$ cat src/verilog/ppd_params.svh
// Constants for the plug-and-play device information fields.
// Assumes a single core clock and full-word accesses.
`ifndef PPD_PARAMS_SVH
`define PPD_PARAMS_SVH

// ==========================================
// Field offsets (word addresses)
`define PPD_OFS_LINK_INFO     32'h0000_0004
`define PPD_OFS_OWNER_RA_LOW  32'h0000_0005
`define PPD_OFS_OWNER_RA_MID  32'h0000_0006
`define PPD_OFS_OWNER_RA_HIGH 32'h0000_0007
`define PPD_OFS_OWNER_ID      32'h0000_0008
`define PPD_OFS_UNIT_MAKER    32'h0000_0009
`define PPD_OFS_UNIT_SERIAL   32'h0000_000a
`define PPD_OFS_VENDOR_STRLEN 32'h0000_4000
`define PPD_OFS_UNIT_ITEM_CODE_STRLEN   32'h0000_6000
`define PPD_OFS_PROTO_COUNT   32'h0000_8000
`define PPD_OFS_APP_COUNT     32'h0000_c000
// Addresses at or above this lie outside the service
`define PPD_SVC_LIMIT         32'h0001_0000

// ==========================================
// Field values and reset values
`define PPD_PORT_TOTAL        5'h13
`define PPD_DEV_IS_ROUTER     1'b1
`define PPD_WORD_RESET        32'h0000_0000
`define PPD_STRING_SIZE       15'h0000
`define PPD_PROTOCOL_TOTAL    5'h00
`define PPD_APPLICATION_TOTAL 8'h00
`define PPD_RA_MAX_BYTES      4'hc

// ==========================================
// Reply status codes
`define PPD_ST_OK             8'h00
`define PPD_ST_BAD_ADDR       8'hf1
`define PPD_ST_READ_ONLY      8'hf2
`define PPD_ST_CAS_ONLY       8'hf3

`endif

$ cat src/verilog/ppd_pkg.sv
// Types shared by the plug-and-play device information fields.
// Constants live in ppd_params.svh.
package ppd_pkg;

  typedef enum logic [1:0] {ppd_cmd_read, ppd_cmd_write, ppd_cmd_cas} ppd_cmd_t;

  typedef enum logic [3:0] {
    ppd_fld_none, ppd_fld_link, ppd_fld_ra_low, ppd_fld_ra_mid, ppd_fld_ra_high,
    ppd_fld_owner, ppd_fld_unit, ppd_fld_serial, ppd_fld_vstr, ppd_fld_pstr,
    ppd_fld_pcnt, ppd_fld_acnt
  } ppd_field_t;

  // One command from the network manager
  typedef struct packed {
    ppd_cmd_t        cmd;
    logic [31:0]     addr;
    logic [31:0]     wdata;
    logic [31:0]     cmp_data;
    logic [7:0]      init_la;
    logic [4:0]      src_port;
    logic [4:0]      reply_port;
    logic [3:0]      ra_len;
    logic [11:0][7:0] reply_path_bytes;
  } ppd_req_t;

  // Answer: status code and read data (old value for compare-and-swap)
  typedef struct packed {
    logic [7:0]  status;
    logic [31:0] rdata;
  } ppd_rsp_t;

  // Link-information word layout
  typedef struct packed {
    logic [7:0] owner_initiator_address;
    logic [1:0] owner_word_count;
    logic       rsv21;
    logic [4:0] owner_port_number;
    logic [2:0] rsv15;
    logic [4:0] reply_port_number;
    logic       dev_type;
    logic       unit_valid;
    logic       rsv5;
    logic [4:0] port_total;
  } ppd_link_info_t;

endpackage
$ cat src/verilog/ppd_addr_decode.sv
// Address decoder for the device information fields.
// Purely combinational; the caller registers the outcome.
`timescale 1ns/1ps
`include "ppd_params.svh"
module ppd_addr_decode (
  // Command address
  input  wire logic [31:0]        addr,
  // Decoded field and out-of-service flag
  output ppd_pkg::ppd_field_t     field,
  output logic                    outside
);
  import ppd_pkg::*;

  // Upper bits set means another service or an undefined set
  assign outside = (addr >= `PPD_SVC_LIMIT);

  // Unknown fields inside a set decode to none and answer quietly
  always_comb begin
    case (addr)
      `PPD_OFS_LINK_INFO:     field = ppd_fld_link;
      `PPD_OFS_OWNER_RA_LOW:  field = ppd_fld_ra_low;
      `PPD_OFS_OWNER_RA_MID:  field = ppd_fld_ra_mid;
      `PPD_OFS_OWNER_RA_HIGH: field = ppd_fld_ra_high;
      `PPD_OFS_OWNER_ID:      field = ppd_fld_owner;
      `PPD_OFS_UNIT_MAKER:    field = ppd_fld_unit;
      `PPD_OFS_UNIT_SERIAL:   field = ppd_fld_serial;
      `PPD_OFS_VENDOR_STRLEN: field = ppd_fld_vstr;
      `PPD_OFS_UNIT_ITEM_CODE_STRLEN:   field = ppd_fld_pstr;
      `PPD_OFS_PROTO_COUNT:   field = ppd_fld_pcnt;
      `PPD_OFS_APP_COUNT:     field = ppd_fld_acnt;
      default:                field = ppd_fld_none;
    endcase
  end
endmodule

$ cat src/verilog/ppd_info_fields.sv
// Plug-and-play device information fields of the router.
// Serves read, write and compare-and-swap commands that the command
// parser has already unpacked, one at a time, and takes unit
// identification writes from the configuration side.
// Assumes all inputs are synchronous to clk.
//
// Summary of operation
// - Link word shows owner initiator logical address
// - Link word counts valid owner reply words
// - Link word shows port that set owner
// - Link word shows reply port of read
// - Device type bit always reads one
// - Unit valid clears at reset, sets on nonzero
// - Link word shows fixed router port total
// - First owner word holds reply bytes 0-3
// - Second owner word holds reply bytes 4-7
// - Third owner word holds reply bytes 8-11
// - Zero identifier or reset means no owner
// - Dead or disabled owner port means no owner
// - Owner identifier changes only by compare-and-swap
// - Unit maker word read-only to manager
// - Unit serial read-only to manager
// - Vendor string size reads zero
// - Product string size reads zero
// - Protocol total reads zero
// - Application total reads zero
// - Outside address answers invalid-address status
// - Plain write to owner identifier refused
// - Write to read-only field refused
`timescale 1ns/1ps
`include "ppd_params.svh"
module ppd_info_fields #(
  parameter int NPORTS = 20
) (
  // Clock and reset
  input  wire logic                  clk,
  input  wire logic                  reset,
  // Manager command port
  input  wire logic                  req_valid,
  output logic                       req_ready,
  input  wire ppd_pkg::ppd_req_t     req,
  // Manager answer port
  output logic                       rsp_valid,
  input  wire logic                  rsp_ready,
  output ppd_pkg::ppd_rsp_t          rsp,
  // Configuration-side unit writes
  input  wire logic                  cfg_maker_wr,
  input  wire logic                  cfg_serial_wr,
  input  wire logic [31:0]           cfg_wdata,
  output logic [31:0]                unit_maker_product,
  output logic [31:0]                unit_serial,
  // Port state from the router
  input  wire logic [NPORTS-1:0]     link_run,
  input  wire logic [NPORTS-1:0]     port_off_bit,
  // Ownership state
  output logic                       owned,
  output logic [31:0]                owner_identifier
);
  import ppd_pkg::*;

  // ==========================================
  // Elaboration checks

  // Port numbers are five bits wide, so more than 32 ports cannot be named
  if (NPORTS < 1 || NPORTS > 32) begin : g_nports_check
    $error("ppd_info_fields: NPORTS out of range");
  end

  // ==========================================
  // Functions

  // One owner word: bytes at or beyond the captured length read zero,
  // so a short reply path never leaks stale bytes of an older owner
  function automatic logic [31:0] ra_word(input logic [11:0][7:0] bytes,
                                          input logic [3:0]       len,
                                          input logic [1:0]       idx);
    logic [31:0] w;
    logic [3:0]  b;
    w = 32'h0000_0000;
    for (int i = 0; i < 4; i++) begin
      b = 4'(idx * 4 + i);
      if (b < len) begin
        w[31-8*i -: 8] = bytes[b];
      end
    end
    return w;
  endfunction

  // Number of owner words that hold any captured byte
  function automatic logic [1:0] word_count(input logic [3:0] len);
    if (len == 4'h0) begin
      return 2'd0;
    end else if (len <= 4'h4) begin
      return 2'd1;
    end else if (len <= 4'h8) begin
      return 2'd2;
    end
    return 2'd3;
  endfunction

  // ==========================================
  // State

  logic [31:0]       owner_id_reg;
  logic [7:0]        owner_la_reg;
  logic [4:0]        owner_port_reg;
  logic [3:0]        ra_len_reg;
  logic [11:0][7:0]  ra_bytes_reg;
  logic [31:0]       unit_maker_reg;
  logic [31:0]       unit_serial_reg;
  logic              unit_valid_reg;
  logic              rsp_valid_reg;
  ppd_rsp_t          rsp_reg;
  ppd_rsp_t          rsp_next;

  ppd_field_t        field;
  logic              outside;
  logic              take;
  logic              owned_now;
  logic [31:0]       eff_id;
  logic              cas_hit;
  logic [3:0]        cap_len;
  ppd_link_info_t    link_word;

  // ==========================================
  // Decode and ownership

  ppd_addr_decode u_decode (
    .addr    (req.addr),
    .field   (field),
    .outside (outside)
  );

  ppd_owner_check #(
    .NPORTS (NPORTS)
  ) u_owner (
    .owner_identifier  (owner_id_reg),
    .owner_port_number (owner_port_reg),
    .link_run          (link_run),
    .port_off_bit      (port_off_bit),
    .owned             (owned_now)
  );

  // Back-pressure: a new command waits until the last answer is taken
  assign req_ready = !rsp_valid_reg || rsp_ready;
  assign take      = req_valid && req_ready;

  // An unowned router compares and reads as identifier zero
  assign eff_id  = owned_now ? owner_id_reg : 32'h0000_0000;

  // Only a matching compare-and-swap to the identifier changes it
  assign cas_hit = take && !outside && req.cmd == ppd_cmd_cas
                   && field == ppd_fld_owner && req.cmp_data == eff_id;

  // Paths longer than the three owner words are cut to twelve bytes
  assign cap_len = (req.ra_len > `PPD_RA_MAX_BYTES) ? `PPD_RA_MAX_BYTES : req.ra_len;

  // ==========================================
  // Link-information word

  always_comb begin
    link_word                         = '0;
    link_word.owner_initiator_address = owner_la_reg;
    link_word.owner_word_count        = word_count(ra_len_reg);
    link_word.owner_port_number       = owner_port_reg;
    link_word.reply_port_number       = req.reply_port;
    link_word.dev_type                = `PPD_DEV_IS_ROUTER;
    link_word.unit_valid              = unit_valid_reg;
    link_word.port_total              = `PPD_PORT_TOTAL;
  end

  // ==========================================
  // Answer selection

  // Status first, then data; refused commands return zero data
  always_comb begin
    rsp_next.status = `PPD_ST_OK;
    rsp_next.rdata  = 32'h0000_0000;
    if (outside) begin
      rsp_next.status = `PPD_ST_BAD_ADDR;
    end else if (req.cmd == ppd_cmd_write && field == ppd_fld_owner) begin
      rsp_next.status = `PPD_ST_CAS_ONLY;
    end else if (req.cmd != ppd_cmd_read && field != ppd_fld_owner && field != ppd_fld_none) begin
      rsp_next.status = `PPD_ST_READ_ONLY;
    end else begin
      case (field)
        ppd_fld_link:    rsp_next.rdata = link_word;
        ppd_fld_ra_low:  rsp_next.rdata = ra_word(ra_bytes_reg, ra_len_reg, 2'd0);
        ppd_fld_ra_mid:  rsp_next.rdata = ra_word(ra_bytes_reg, ra_len_reg, 2'd1);
        ppd_fld_ra_high: rsp_next.rdata = ra_word(ra_bytes_reg, ra_len_reg, 2'd2);
        ppd_fld_owner:   rsp_next.rdata = eff_id;
        ppd_fld_unit:    rsp_next.rdata = unit_maker_reg;
        ppd_fld_serial:  rsp_next.rdata = unit_serial_reg;
        ppd_fld_vstr:    rsp_next.rdata = {17'h0_0000, `PPD_STRING_SIZE};
        ppd_fld_pstr:    rsp_next.rdata = {17'h0_0000, `PPD_STRING_SIZE};
        ppd_fld_pcnt:    rsp_next.rdata = {27'h000_0000, `PPD_PROTOCOL_TOTAL};
        ppd_fld_acnt:    rsp_next.rdata = {24'h00_0000, `PPD_APPLICATION_TOTAL};
        default:         rsp_next.rdata = 32'h0000_0000;
      endcase
    end
  end

  // ==========================================
  // Answer registers

  // Answer stands until the parser takes it
  always_ff @(posedge clk) begin
    if (reset) begin
      rsp_valid_reg <= 1'b0;
    end else if (take) begin
      rsp_valid_reg <= 1'b1;
    end else if (rsp_ready) begin
      rsp_valid_reg <= 1'b0;
    end
  end

  always_ff @(posedge clk) begin
    if (reset) begin
      rsp_reg <= '0;
    end else if (take) begin
      rsp_reg <= rsp_next;
    end
  end

  assign rsp_valid = rsp_valid_reg;
  assign rsp       = rsp_reg;

  // ==========================================
  // Owner record

  // Identifier itself; a swap to zero gives the router up
  always_ff @(posedge clk) begin
    if (reset) begin
      owner_id_reg <= `PPD_WORD_RESET;
    end else if (cas_hit) begin
      owner_id_reg <= req.wdata;
    end
  end

  // Who set it, from where, and how to answer them
  always_ff @(posedge clk) begin
    if (reset) begin
      owner_la_reg   <= 8'h00;
      owner_port_reg <= 5'h00;
      ra_len_reg     <= 4'h0;
      ra_bytes_reg   <= '0;
    end else if (cas_hit) begin
      owner_la_reg   <= req.init_la;
      owner_port_reg <= req.src_port;
      ra_len_reg     <= cap_len;
      ra_bytes_reg   <= req.reply_path_bytes;
    end
  end

  // ==========================================
  // Unit identification

  // Writable only from the configuration side, never by the manager
  always_ff @(posedge clk) begin
    if (reset) begin
      unit_maker_reg <= `PPD_WORD_RESET;
    end else if (cfg_maker_wr) begin
      unit_maker_reg <= cfg_wdata;
    end
  end

  always_ff @(posedge clk) begin
    if (reset) begin
      unit_serial_reg <= `PPD_WORD_RESET;
    end else if (cfg_serial_wr) begin
      unit_serial_reg <= cfg_wdata;
    end
  end

  // Sticky once set; a later zero write does not clear it
  always_ff @(posedge clk) begin
    if (reset) begin
      unit_valid_reg <= 1'b0;
    end else if (cfg_maker_wr && (cfg_wdata[31:16] != 16'h0000 || cfg_wdata[15:0] != 16'h0000)) begin
      unit_valid_reg <= 1'b1;
    end
  end

  // ==========================================
  // Outputs

  assign unit_maker_product = unit_maker_reg;
  assign unit_serial        = unit_serial_reg;
  assign owned              = owned_now;
  assign owner_identifier   = owner_id_reg;

endmodule

$ cat src/verilog/ppd_owner_check.sv
// Decides whether the router currently has an owner.
// Assumes link_run is already synchronous to clk and that the
// surroundings hold link_run high for the internal ports.
`timescale 1ns/1ps
module ppd_owner_check #(
  parameter int NPORTS = 20
) (
  // Recorded owner
  input  wire logic [31:0]       owner_identifier,
  input  wire logic [4:0]        owner_port_number,
  // Port state
  input  wire logic [NPORTS-1:0] link_run,
  input  wire logic [NPORTS-1:0] port_off_bit,
  // Result
  output logic                   owned
);

  // The owner port is a five-bit index into these vectors
  if (NPORTS < 1 || NPORTS > 32) begin : g_nports_check
    $error("ppd_owner_check: NPORTS out of range");
  end

  // A zero identifier or a dead or disabled owner port means no owner
  always_comb begin
    owned = 1'b0;
    if (owner_identifier != 32'h0000_0000 && 32'(owner_port_number) < NPORTS) begin
      owned = link_run[owner_port_number] && !port_off_bit[owner_port_number];
    end
  end
endmodule

$ cat config.mk
export PLATFORM = sky130hd
export DESIGN_NAME = ppd_info_fields
export DESIGN_NICKNAME = d
export VERILOG_FILES = /design/src/verilog/ppd_pkg.sv /design/src/verilog/ppd_addr_decode.sv /design/src/verilog/ppd_info_fields.sv /design/src/verilog/ppd_owner_check.sv
export VERILOG_INCLUDE_DIRS = /design/src /design/src/verilog
export SDC_FILE = /design/constraint.sdc
export NUM_CORES = 1
export LEC_CHECK = 0
export BUFFER_PORTS_ARGS = -buffer_cell sky130_fd_sc_hd__buf_2
export CAP_MARGIN = 20
export CORE_MARGIN = 1
export CORE_UTILIZATION = 31
export CTS_CLUSTER_DIAMETER = 60
export DETAILED_ROUTE_END_ITERATION = 6
export PLACE_DENSITY_LB_ADDON = 0.1
export SKIP_LAST_GASP = 1
export SLEW_MARGIN = 5
export SYNTH_ARGS = -nofsm -noshare
export SYNTH_HDL_FRONTEND = slang
export SYNTH_HIERARCHICAL = 1
export SYNTH_SLANG_ARGS = --single-unit
$ cat constraint.sdc
create_clock -name clk -period 5.2 [get_ports clk]
set_input_delay 0.26 -clock clk [delete_from_list [all_inputs] [get_ports clk]]
set_output_delay 0.26 -clock clk [all_outputs]
set_load 0.03 [all_outputs]
# After elaboration in Yosys (flattened, before gate mapping)

Index checks and enable logic that the tools add are counted.

Order comparisons: 18
Equality and inequality tests: 22
Muxes and demuxes: 36
Reductions and logical operators: 23

Operators with widths:

| operator                                                                      | count |
|---|---|
| 32-bit one-hot mux with 7 select lines                                        | 1 |
| 32-bit by 3-bit equality test with 1-bit output (second input constant)       | 4 |
| 32-bit two-way mux                                                            | 4 |
| 8-bit two-way mux                                                             | 15 |
| 32-bit by 4-bit equality test with 1-bit output (second input constant)       | 3 |
| 32-bit by 15-bit equality test with 1-bit output (second input constant)      | 2 |
| 32-bit by 16-bit equality test with 1-bit output (second input constant)      | 2 |
| 4-bit one-hot mux with 11 select lines                                        | 1 |
| 32-bit equality test                                                          | 1 |
| 32-bit by 17-bit >= comparator with 1-bit output (second input constant)      | 1 |
| 16-bit nonzero test                                                           | 2 |
| 32-bit nonzero test                                                           | 1 |
| 4-bit by 3-bit equality test with 1-bit output (second input constant)        | 4 |
| 3-bit by 4-bit less-than comparator with 1-bit output (first input constant)  | 4 |
| 4-bit less-than comparator (first input constant)                             | 4 |
| 1-bit logical AND                                                             | 11 |
| 1-bit binary-select mux with 5-bit select                                     | 2 |
| 4-bit by 2-bit equality test with 1-bit output (second input constant)        | 2 |
| 1-bit by 4-bit less-than comparator with 1-bit output (first input constant)  | 2 |
| 2-bit by 4-bit less-than comparator with 1-bit output (first input constant)  | 2 |
| 1-bit two-way mux                                                             | 8 |
| 2-bit two-way mux                                                             | 4 |
| 5-bit by 6-bit less-than comparator with 1-bit output (second input constant) | 1 |
| 5-bit less-than comparator (second input constant)                            | 1 |
| other kinds (13)                                                              | 17 |

Register bits: 251
Bits of input ports: 294
Output and inout bits: 139
Logic and storage cells: 121

# Longest topological paths before layout

Word-level depth: 10
Depth in mapped cells: 18
Mapped depth without buffers: 12

# Modules after synthesis

Netlist, hierarchy kept.

By module, submodules not included:

| module          | times used | cells an instance | area each (um^2) | sequential area each (um^2) |
|---|---|---|---|---|
| ppd_info_fields | 1          | 1343              | 11543.6          | 4924.7 |
| ppd_owner_check | 1          | 61                | 396.6            | 0.0 |
| ppd_addr_decode | 1          | 28                | 231.5            | 0.0 |

# Worst setup path before layout

No wires, ideal clock.

Path kind: reg-to-reg
From: reg owner_port_reg[1]
To: reg owner_id_reg[23], in the netlist owner_identifier[23]
Setup time: 128 ps
Arrival time: 3210 ps
Required time: 5072 ps
Setup slack: 1861 ps
Cell stages (with the launch flop): 16
Buffers on the path: 4
Period minus slack after synthesis: 3339 ps
Cell sequence: dfxtp_1 -> buf_6 -> nor4b_2 -> a31oi_1 -> and3_4 -> a2111oi_2 -> o221a_1 -> inv_4 -> o32ai_1 -> nand4_1 -> or4_1 -> buf_6 -> buf_8 -> buf_8 -> o21ai_1 -> a21oi_1

Word-level cells in the longest chain between the ends: 8
Elaborated cells on any way between the ends: 12
Classes of those cells: 1 x order compare; 1 x eq/ne; 6 x mux; 4 x reduce/logical

RTL lines:

| what                                      | RTL line               | RTL |
|---|---|---|
| start: declaration                        | ppd_info_fields.sv:106 | `logic [4:0] owner_port_reg;` |
| start signal: assignment                  | ppd_info_fields.sv:249 | `owner_port_reg <= req.src_port;` |
| 1-bit binary-select mux with 5-bit select | ppd_owner_check.sv:27  | `owned = link_run[owner_port_number] && !port_off_bit[owner_port_number];` |
| 1-bit two-way mux (implied by the code)   | ppd_owner_check.sv:27  |  |
| 1-bit logical NOT                         | ppd_owner_check.sv:27  |  |
| 1-bit logical AND                         | ppd_owner_check.sv:27  |  |
| 1-bit two-way mux (*)                     | ppd_owner_check.sv:26  | `if (owner_identifier != 32'h0000_0000 && 32'(owner_port_number) < NPORTS) begin` |
| via owned                                 | ppd_info_fields.sv:56  | `output logic owned,` |
| 32-bit two-way mux (*)                    | ppd_info_fields.sv:149 | `assign eff_id = owned_now ? owner_id_reg : 32'h0000_0000;` |
| 32-bit equality test (*)                  | ppd_info_fields.sv:153 | `&& field == ppd_fld_owner && req.cmp_data == eff_id;` |
| 1-bit logical AND (*)                     | ppd_info_fields.sv:153 |  |
| end signal: assignment                    | ppd_info_fields.sv:234 | `` owner_id_reg <= `PPD_WORD_RESET; `` |
| end signal: assignment                    | ppd_info_fields.sv:236 | `owner_id_reg <= req.wdata;` |
| end: declaration                          | ppd_info_fields.sv:104 | `logic [31:0] owner_id_reg;` |

The timed path passes the listed nets; every way through them passes the cells marked *. The select of a mux whose other input is x is not followed.
A chain may end at the register's enable or synchronous reset.

# Final worst setup path

From: reg owner_port_reg[1]
To: reg ra_bytes_reg[0] (netlist name)

Word-level cells in the longest chain between the ends: 8
Elaborated cells on any way between the ends: 12
Classes of those cells: 1 x order compare; 1 x eq/ne; 6 x mux; 4 x reduce/logical

RTL lines:

| what                                      | RTL line               | RTL |
|---|---|---|
| 1-bit binary-select mux with 5-bit select | ppd_owner_check.sv:27  |  |
| 1-bit two-way mux (implied by the code)   | ppd_owner_check.sv:27  |  |
| 1-bit logical NOT                         | ppd_owner_check.sv:27  |  |
| 1-bit logical AND                         | ppd_owner_check.sv:27  |  |
| 1-bit two-way mux (*)                     | ppd_owner_check.sv:26  |  |
| 32-bit two-way mux (*)                    | ppd_info_fields.sv:149 |  |
| 32-bit equality test (*)                  | ppd_info_fields.sv:153 |  |
| 1-bit logical AND (*)                     | ppd_info_fields.sv:153 |  |
| end signal: assignment                    | ppd_info_fields.sv:251 | `ra_bytes_reg <= req.reply_path_bytes;` |
| end: declaration                          | ppd_info_fields.sv:108 | `logic [11:0][7:0] ra_bytes_reg;` |

Every way passes the cells marked *; elsewhere a longest branch is shown, timed or not. The select of a mux whose other input is x is not followed.

==> flow_metrics.env <==
export IMPL_yosys_top_cells_area="dfxtp_1 40%, a21oi_1 6.3%, mux2i_1 5.8%, nor2_1 4.6%, nand4b_1 4.2%"
export IMPL_violations="design-rule violations"
export IMPL_max_freq_mhz=222
export IMPL_clock_sinks=246
export IMPL_yosys_warnings=6
export IMPL_power_mw=4.80
export IMPL_end_kind="register"
export IMPL_cts_setup_buffers=0
export IMPL_grt_pass1_vias=12603
export IMPL_pwr_share_comb_pct=9.7
export IMPL_h_tree_depth=2
export IMPL_insertion_delay_ps=530
export IMPL_dp_hpwl_um=40400
export IMPL_die_w_um=200
export IMPL_period_share_pct=86.6
export IMPL_yosys_area_top_type_share_pct=40.5
export IMPL_io_pins=433
export IMPL_clkPwrFrac_pct=49.9
export IMPL_core_area_um2=38600
export IMPL_syn_avg_cell_area_um2=8.50
export IMPL_drt_initial_drc_count=1392
export IMPL_rsz0062_at_grt="no"
export IMPL_area_growth_pct=34.3
export IMPL_p_int_mw=3.58
export IMPL_synth_ff_type="dfxtp_1"
export IMPL_power_switching_mw=1.22
export IMPL_cts_max_path_buffers=3
export IMPL_num_rows=72
export IMPL_clock_skew_ps=20.6
export IMPL_synth_top_area_cell="dfxtp_1"
export IMPL_finalSetupViolCount=0
export IMPL_drive_gt1_share_pct=29.6
export IMPL_n_fill_cell=3961
export IMPL_p_sw_share_pct=25.4
export IMPL_die_h_um=200
export IMPL_wl_per_cell_um=23.6
export IMPL_ant_nets=0
export IMPL_yosysMostFrequentCell="dfxtp_1"
export IMPL_drc=2
export IMPL_ys_ff_latch=246
export IMPL_dr_total_vias=13163
export IMPL_ys_types=64
export IMPL_power_density_nw_per_um2=294
export IMPL_synth_edff_count=0
export IMPL_status="finished with violations"
export IMPL_synthArstFlopShare_pct=0
export IMPL_min_path_type="input port to register"
export IMPL_wirelength_um=56600
export IMPL_gp_congestion=0.900
export IMPL_start_util_pct=31.5
export IMPL_firstDrtPassIters=7
export IMPL_cts_buffers=34
export IMPL_port_buffers=430
export IMPL_ir_worst_vdd_v=0.000194
export IMPL_required_ps=5550
export IMPL_slew_headroom_pct=29.0
export IMPL_drv_cap=0
export IMPL_critical_path_arrival_ps=4860
export IMPL_path_clk_slew_ps=60
export IMPL_final_core_util_pct=42.3
export IMPL_syn_inst=1432
export IMPL_layout_nets=2146
export IMPL_cellLeakagePower_nw=6.45
export IMPL_grt_first_pass_wirelength_um=82800
export IMPL_clockRootBuffer="clkbuf_16"
export IMPL_ys_seq_area_share_pct=40.5
export IMPL_hold_viol=0
export IMPL_finalSetupTns_ps=0
export IMPL_seqCellArea_um2=4920
export IMPL_crit_type="register to register"
export IMPL_cts_tree="built"
export IMPL_viasPerCell=5.49
export IMPL_largest_reg_flops=96
export IMPL_grtUsageTotal_pct=27.2
export IMPL_period_needed_ps=4500
export IMPL_syn_area_um2=12200
export IMPL_die_area_um2=40100
export IMPL_finalMaxSlewViolations=0
export IMPL_grt_overflow_total=0
export IMPL_worst_pin_slew_ps=1060
export IMPL_grt_max_degree=182
export IMPL_antenna_found_initial=5
export IMPL_multiInputGateArea_um2=6550
export IMPL_crit_fanout=89
export IMPL_synth_top_cells_by_count="246 x dfxtp_1, 152 x a21oi_1, 150 x nor2_1"
export IMPL_power_frac_seq_pct=40.4
export IMPL_worstSetupStartpointType="register"
cells by family after synthesis:
kind of cell,count (synthesis),synth area share [%]
buffers and inverters,149,6.04
other,1,0.0308
multiplexers,96,8.15
flip-flops,246,40.5
AND/OR/NAND/NOR,478,22.4
XOR/XNOR,17,1.22
AO/OA/AOI/OAI,445,21.7
worst max-delay path, cell delays in order (launching register included):
cell and delay [ps]:
dfxtp_1 730, nand2_1 110, o32ai_1 130, o21ai_0 120
a2111oi_0 520, o221a_1 620, inv_4 190, o32ai_1 170
nand4_1 190, or4_2 680, buf_4 410, o21ai_0 320
a21oi_1 90
layer usage:
metal,up-vias,GRT usage (%),wire [um]
li1,6167,-,-
met1,6400,37.1,25100
met2,526,44.2,26500
met3,70,4.49,3670
met4,0,7.61,1310
met5,-,0,0
power by group through the flow:
stage	logic [mW]	registers [mW]	clock network [mW]
2_1_floorplan	0.150	2.04	0
3_3_place_gp	0.430	1.98	0
3_5_place_dp	0.429	1.98	0
4_1_cts	0.468	1.94	2.44
5_1_grt	0.497	1.94	2.52
6_report	0.467	1.94	2.39
cell usage in the layout (no fill, tap or decap), drive strengths merged, types with 5 or more instances in the layout:
cell and count:
mux2 25, a221oi 10, nor4bb 7, nand3b 8, and4bb 5, a31oi 31, o32ai 12, nand4b 58
a22oi 30, dlygate4sd3 58, nor4 23, clkbuf 48, nor2 150, o21ai 160, nand2b 59, dfxtp 246
nand4 9, a21oi 152, nand3 96, mux2i 71, nor2b 8, nand2 28, buf 455, nor3 11
xor2 5, a222oi 27, inv 24, xnor2 12
worst paths after layout:
kind	start	end	slack (ps)	depth (start not counted)
setup / recovery	owner_port_reg[1]	ra_bytes_reg[0]	700	12
hold / removal	req[51]	ra_bytes_reg[51]	10	3
setup reg to reg	owner_port_reg[1]	ra_bytes_reg[0]	700	12
hold reg to reg	unit_valid_reg	unit_valid_reg	450	2
timing repair:
action	CTS	global route
gates resized for setup	0	0
hold endpoints to repair	58	0
hold buffers	58	0
cell type report:
type                       count  share of cell area [%]
antenna                        4                  0.0613
clock inverter                12                   0.842
timing repair buffer         514                    18.4
inverter                      18                   0.429
sequential                   246                    30.1
tap                          518                    3.97
clock buffer                  47                    6.14
multi-input combinational   1038                    40.1
stage by stage:
stage | cell area [um2] | instances | hold slack, ps | setup WS [ps]
floorplan | 12200 | 1433 | 389 | 1860
global placement | 14600 | 2276 | 441 | 913
detailed placement | 14600 | 2276 | 441 | 812
CTS | 16300 | 2393 | 0.977 | 782
global route | 16300 | 2396 | 4.91 | 299
finish | 16300 | 2397 | 13.0 | 696
No activity file was read; power rests on OpenSTA's default activity.
